<file path="config.mk">
export PLATFORM = sky130hd
export DESIGN_NAME = pwm_software_output_override
export DESIGN_NICKNAME = d
export VERILOG_FILES = /design/src/rtl/pwm_override_pkg.sv /design/src/rtl/pwm_software_output_override.sv
export SDC_FILE = /design/constraint.sdc
export NUM_CORES = 1
export LEC_CHECK = 0
export ABC_AREA = 1
export CAP_MARGIN = 5
export CORE_MARGIN = 2
export CORE_UTILIZATION = 44
export DETAILED_ROUTE_END_ITERATION = 10
export DONT_BUFFER_PORTS = 1
export GPL_TIMING_DRIVEN = 0
export SLEW_MARGIN = 10
export SYNTH_ARGS = -nofsm -noshare
export SYNTH_HDL_FRONTEND = slang
export SYNTH_SLANG_ARGS = --single-unit
</file>
<file path="constraint.sdc">
create_clock -name clk_i -period 1.6 [get_ports clk_i]
set_clock_uncertainty 0.15 [all_clocks]
set_input_delay 0.32 -clock clk_i [delete_from_list [all_inputs] [get_ports clk_i]]
set_output_delay 0.32 -clock clk_i [all_outputs]
set_load 0.01 [all_outputs]
</file>
<file path="src/rtl/pwm_override_pkg.sv">
// Register map, field positions and reset values of the PWM output stage.
package pwm_override_pkg;
  // Register byte offsets on the Wishbone bus.
  localparam logic [3:0] SOFT_CTRL_OFS = 4'h0;
  localparam logic [3:0] MODE_OFS = 4'h4;
  localparam logic [3:0] OE_OFS = 4'h8;
  localparam logic [3:0] TCTRL_OFS = 4'hC;
  // Software output control fields.
  localparam int W_LEVEL_BIT = 0;
  localparam int V_LEVEL_BIT = 1;
  localparam int U_LEVEL_BIT = 2;
  localparam int SOFT_SEL_BIT = 7;
  // Output mode fields.
  localparam int ACTIVE_LEVEL_BIT = 7;
  localparam int U_POL_BIT = 6;
  localparam int V_POL_BIT = 5;
  localparam int W_POL_BIT = 4;
  // Output enable and timer control fields.
  localparam int PIN_OE_BIT = 0;
  localparam int COUNT_EN_BIT = 15;
  // Reset values.
  localparam logic [7:0] SOFT_CTRL_RST = 8'h00;
  localparam logic [7:0] MODE_RST = 8'h00;
  localparam logic [5:0] OE_RST = 6'h00;
  localparam logic [15:0] TCTRL_RST = 16'h0000;
  // Dead-time width in base clock cycles.
  localparam logic [7:0] DEAD_TIME_RST = 8'h00;
endpackage : pwm_override_pkg

</file>
<file path="src/rtl/pwm_software_output_override.sv">
// PWM output stage with software level override, polarity and dead time.
// Summary of operation
// Bit 0 sets W levels; W level 0 drives negative W inverted active level.
// Positive W follows its polarity bit relative to active level and W level.
// W level changes under software output pass through the dead-time stage.
// Active level at mode bit 7, U polarity bit 6, V polarity bit 5.
// Pins come from timer flip-flops or software levels; software wins.
// After deselect with counting on, software levels hold until first match.
// Deselect with U level 1: flop holds 1, reset by down-count match.
// Deselect with U level 0: flop holds 0, set by up-count match.
// Deselect while counting disabled stops driving all six outputs.
// Select with U level 0 while running: flop reset at the first clock edge with select set, without waiting for a match.
// Pin is high impedance unless enabled and software or counting is on.
// OE bit 0, select bit 7, U level bit 2, count enable bit 15.
// Bit 1 sets V levels from active level and V polarity bit.
// U level changes under software output pass through the dead-time stage.
// Negative W with W level 1 is complement of its level-0 value.
// Control bits and output flops clear on reset; outputs start disabled.
//
// The Wishbone register port and the register offsets were left to the implementer.
`timescale 1ns/1ns
`default_nettype none
module pwm_software_output_override #(
  parameter int DT_W = 8
) (
  // Clock and reset.
  input wire logic clk_i,
  input wire logic rst_i,
  // Wishbone slave.
  input wire logic cyc_i,
  input wire logic stb_i,
  input wire logic we_i,
  input wire logic [3:0] adr_i,
  input wire logic [3:0] sel_i,
  input wire logic [31:0] dat_i,
  output logic [31:0] dat_o,
  output logic ack_o,
  // Compare events from the timer core, one per phase, one-cycle pulses.
  input wire logic [2:0] match_up_i,
  input wire logic [2:0] match_down_i,
  input wire logic [DT_W-1:0] dead_time_i,
  // Pulse outputs: u_neg, u_pos, v_neg, v_pos, w_neg, w_pos.
  output logic [5:0] pulse_o,
  output logic [5:0] pulse_oe_o,
  // Count enable seen by the timer core.
  output logic count_enable_o
);
  import pwm_override_pkg::*;

  logic [7:0] soft_ctrl;
  logic [7:0] out_mode;
  logic [5:0] out_en;
  logic [15:0] tctrl;
  logic [2:0] ff;
  logic [2:0] pend;
  logic drive;
  logic ack_q;
  logic [31:0] rdata;
  logic [5:0] raw;
  logic [5:0] dt_out;

  wire soft_sel = soft_ctrl[SOFT_SEL_BIT];
  wire count_en = tctrl[COUNT_EN_BIT];
  wire active_lvl = out_mode[ACTIVE_LEVEL_BIT];
  wire [2:0] soft_lvl = {soft_ctrl[W_LEVEL_BIT], soft_ctrl[V_LEVEL_BIT],
                         soft_ctrl[U_LEVEL_BIT]};
  wire [2:0] pos_pol = {out_mode[W_POL_BIT], out_mode[V_POL_BIT],
                        out_mode[U_POL_BIT]};
  wire req = cyc_i && stb_i && !ack_q;
  wire wr = req && we_i;
  wire wr_soft = wr && adr_i == SOFT_CTRL_OFS && sel_i[0];
  wire wr_mode = wr && adr_i == MODE_OFS && sel_i[0];
  wire wr_oe = wr && adr_i == OE_OFS && sel_i[0];
  wire wr_tc_lo = wr && adr_i == TCTRL_OFS && sel_i[0];
  wire wr_tc_hi = wr && adr_i == TCTRL_OFS && sel_i[1];
  wire [7:0] next_soft = wr_soft ? dat_i[7:0] : soft_ctrl;
  wire next_sel = next_soft[SOFT_SEL_BIT];
  wire next_cnt = wr_tc_hi ? dat_i[COUNT_EN_BIT] : count_en;

  assign rdata = (adr_i == SOFT_CTRL_OFS) ? {24'h000000, soft_ctrl} :
                 (adr_i == MODE_OFS) ? {24'h000000, out_mode} :
                 (adr_i == OE_OFS) ? {26'h0000000, out_en} :
                 (adr_i == TCTRL_OFS) ? {16'h0000, tctrl} : 32'h00000000;
  assign ack_o = ack_q;
  assign count_enable_o = count_en;

  // Register file; every write is acked one cycle after the request.
  always_ff @(posedge clk_i)
  begin
    if (rst_i)
    begin
      soft_ctrl <= SOFT_CTRL_RST;
      out_mode <= MODE_RST;
      out_en <= OE_RST;
      tctrl <= TCTRL_RST;
      ack_q <= 1'b0;
      dat_o <= 32'h00000000;
    end
    else
    begin
      ack_q <= req;
      if (req)
        dat_o <= rdata;
      soft_ctrl <= next_soft;
      if (wr_mode)
        out_mode <= dat_i[7:0];
      if (wr_oe)
        out_en <= dat_i[5:0];
      if (wr_tc_lo)
        tctrl[7:0] <= dat_i[7:0];
      if (wr_tc_hi)
        tctrl[15:8] <= dat_i[15:8];
    end
  end

  // Flop per phase: software selection loads it, compare matches move it.
  // While pend is set the pins keep the software level awaiting a match.
  always_ff @(posedge clk_i)
  begin
    if (rst_i)
    begin
      ff <= 3'h0;
      pend <= 3'h0;
      drive <= 1'b0;
    end
    else
    begin
      if (next_sel)
        drive <= 1'b1;
      else if (!next_cnt && !(|pend))
        drive <= 1'b0;
      else if (next_cnt)
        drive <= 1'b1;
      if (soft_sel && !next_sel && !count_en)
        drive <= 1'b0;
      for (int i = 0; i < 3; i++)
      begin
        if (soft_sel)
        begin
          ff[i] <= soft_lvl[i];
          pend[i] <= 1'b0;
          if (!next_sel && count_en)
            pend[i] <= 1'b1;
        end
        else if (match_down_i[i])
        begin
          ff[i] <= 1'b0;
          pend[i] <= 1'b0;
        end
        else if (match_up_i[i])
        begin
          ff[i] <= 1'b1;
          pend[i] <= 1'b0;
        end
      end
    end
  end

  // Level per phase: software level takes priority over the flop.
  genvar g;
  generate
    for (g = 0; g < 3; g++)
    begin : g_phase
      wire lvl = soft_sel ? soft_lvl[g] : ff[g];
      // Negative pin: level 0 gives inverted active level.
      assign raw[2*g] = lvl ? active_lvl : ~active_lvl;
      // Positive pin: polarity 0 gives active level when the level is 0.
      assign raw[2*g+1] = (lvl ^ pos_pol[g]) ? ~active_lvl
                                              : active_lvl;
    end
  endgenerate

  // Dead-time stage: a rising edge of each pin waits out the dead time,
  // falling edges pass at once, so with active level 1 and polarity 0 a pair never overlaps its active phases.
  generate
    for (g = 0; g < 6; g++)
    begin : g_dt
      logic [DT_W-1:0] cnt;
      logic q;
      always_ff @(posedge clk_i)
      begin
        if (rst_i)
        begin
          cnt <= '0;
          q <= 1'b0;
        end
        else if (raw[g] == q)
          cnt <= '0;
        else if (!raw[g] || cnt >= dead_time_i)
        begin
          q <= raw[g];
          cnt <= '0;
        end
        else
          cnt <= cnt + 1'b1;
      end
      assign dt_out[g] = q;
    end
  endgenerate

  assign pulse_o = dt_out;
  assign pulse_oe_o = out_en & {6{drive & (soft_sel | count_en)}};
endmodule : pwm_software_output_override
`default_nettype wire

</file>
==> key figures <==
Clock tree
  • CTS buffer count: 17
  • Clk pin slew, worst setup/hold paths: 0.05 ns
  • TritonCTS clock tree: built
  • Worst-case clock buffer depth: 2
  • Root Buffer: clkbuf_16
  • Worst-skew pair later-pin latency: 0.41 ns
  • H-tree depth: 4
  • Clk sinks: 116

STA
  • Worst hold margin: 0.0238 ns
  • Tmin final: 1.69 ns
  • Slew Viols, Final: 0
  • Worst-Margin Slew: 0.632 ns
  • RSZ-0062 raised after global routing: yes
  • Fin crit share: 1.06
  • Fmax achieved: 0.592 GHz
  • Final worst slack: -0.0882 ns
  • Setup violators final: 9
  • Hold Fails Final Rpt: 0
  • Worst rel slew slack: 0.579

Floorplanning
  • Die H: 124 um
  • Core Region: 14000 sq um
  • Initial Util: 0.455
  • Top Ports: 105
  • Total die area: 15400 sq um
  • Row cnt: 43
  • Die X: 124 um

Layout
  • Final Core Density: 0.603
  • Area Growth Syn to Fin: 32.7%
  • Final net count: 984
  • Filler cells: 1204
  • Share of cells above drive strength 1: 0.333
  • Ant diodes: 0

Setup path
  • CP Launch Type: flip-flop
  • Crit path max fanout: 6
  • CP Capture Type: output port
  • Critical Path AT: 1.22 ns
  • Required time of the critical path: 1.13 ns
  • CP Class: flip-flop to output port

Global route
  • Vias in the first global route: 5393
  • Grt ovf: 0
  • Total track usage: 0.204
  • Grt peak-use layer: met2
  • Met3 Track Usage GR: 0.0568
  • Initial antenna violation count: 0
  • GR Util met1: 0.242
  • First-pass GRT wire length: 25800 um
  • Largest net degree at the start of global routing: 17
  • Met2 Track Usage GR: 0.354

Route
  • Drt pass-1 iters: 5
  • DRC viols: 0
  • ANT nets after route: 0
  • DR vias: 5602
  • Vias per cell: 5.27
  • DR WL/cell: 15.3 um
  • WL final: 16200 um
  • Initial DRC count: 274

Logic synthesis
  • Count of state elements after synthesis: 116
  • Avg Cell Area, Syn: 8.00 sq um
  • Sequential area share after synthesis: 0.365
  • Top_reg_cell synth: dfxtp_1
  • Post-synthesis cell type count: 42
  • Post-synth ARST share: 0
  • Cells after synthesis: 795
  • Synthesized cell area: 6360 sq um
  • EDFF count, synth: 0
  • Synth Warn #: 0

Power
  • Peak VDD IR: 0.000725 V
  • Pwr/cell area: 867 nW/um^2
  • Leakage: 3.35 nW

Hold path
  • Worst hold path type: primary input to flip-flop

Outcome
  • Outcome: complete, but fails checks
  • Failing checks: negative setup slack

Placement
  • # port buffers: 0
  • Post-DP HPWL: 11100 um
  • Gp weighted congestion: 0.837

Flow run
  • Maximum Capacitance Violations: 0
synth_stat cells (all sizes together) (9+ instances only):
master,number,share of area
a21oi,67,0.057
buf,33,0.039
dfxtp,116,0.37
ha,54,0.11
inv,97,0.057
nand2,109,0.076
nand3,37,0.037
nand4,19,0.030
nor2,68,0.046
nor3,63,0.056
o21ai,69,0.055
xnor2,9,0.012
xor2,22,0.030
per-layer routing:
metal	vias to the layer above	part of all wire
met5	-	0
met4	0	0.015
met3	21	0.054
met2	129	0.50
met1	2645	0.43
li1	2807	-
cell families (layout without fill, tap and decap cells):
kind of cell,after synthesis,in the layout,share of synthesized area
AOI/OAI and AO/OA,153,153,0.131
xor gates and xnor gates,31,31,0.0427
adders and majority gates,54,54,0.106
buffers and inverters,136,208,0.0998
DFF,116,116,0.365
other,1,16,0.000590
and+or+nand+nor,304,305,0.254
flip-flops by register name (all words and copies together) (netlist names):
signal / count
g_dt.cnt: 48
dat_o: 16
tctrl: 16
out_mode: 8
soft_ctrl: 8
g_dt.q: 6
out_en: 6
ff: 3
pend: 3
ack_o: 1
drive: 1
per-stage QoR:
stage	setup TNS (ns)	instance area, sq um	total power [W]	instances	worst slack (ns)
after global placement	-15.06	6680	0.00353	990	-0.420
after global routing	-3.03	8440	0.00760	1063	-0.136
final	-0.522	8440	0.00731	1063	-0.0882
after floorplan	0	6460	0.00343	810	0.00629
after CTS	-0.613	7730	0.00728	1050	-0.103
after detailed placement	-18.50	6680	0.00355	990	-0.435
cells in the final DEF (no fill, tap or decap), types with 24 or more instances in the layout:
cell type and n:
nand2_1 82, inv_1 81, dfxtp_1 75, nor2_1 50, a21oi_1 49, o21ai_0 46
nor3_2 45, buf_4 39, dfxtp_2 33, ha_1 30, nand3_1 24, ha_4 24
dlygate4sd3_1 24
worst paths after layout:
| check | from | to | slack, ns | cells after the start |
|---|---|---|---|---|
| worst max-delay path | soft_ctrl[7]$_SDFF_PP0_ | pulse_oe_o[3] | -0.09 | 4 |
| worst min-delay path | dat_i[7] | pend[0]$_SDFFE_PP0P_ | 0.02 | 3 |
| worst max register to register | soft_ctrl[7]$_SDFF_PP0_ | g_dt[4].cnt[7]$_SDFF_PP0_ | -0.01 | 8 |
| worst min register to register | g_dt[5].cnt[0]$_SDFF_PP0_ | g_dt[5].cnt[0]$_SDFF_PP0_ | 0.30 | 1 |
cell type report:
type,instances,area [sq um],area share
clock buffers,18,439,0.0521
plain buffers,38,274,0.0325
multi-input cells,559,4200,0.498
inverters,98,387,0.0458
clock inverters,13,135,0.0160
repair buffers,41,380,0.0451
well taps,180,225,0.0267
flip-flops and latches,116,2390,0.284
power breakdown:
group / internal, W / leakage, nW / switching, W / total [W]
Combinational: 0.000267 / 2.11 / 0.000386 / 0.000653
Clock: 0.00231 / 0.282 / 0.00134 / 0.00366
Sequential: 0.00294 / 0.962 / 0.0000648 / 0.00300
worst max-delay path: stages, from the launching register on:
cell and delay, ns:
dfxtp_2 0.32, buf_6 0.12, o21ai_4 0.14, buf_12 0.15, nor2_2 0.06
what timing repair did:
item	in CTS	in global routing
hold buffers	24	0
endpoints found under the setup margin	60	71
pin swaps	12	69
hold endpoints to repair	45	0
cloned	0	1
setup buffers	5	12
gates resized for setup	46	137
Power figures use the tool's default switching activity.
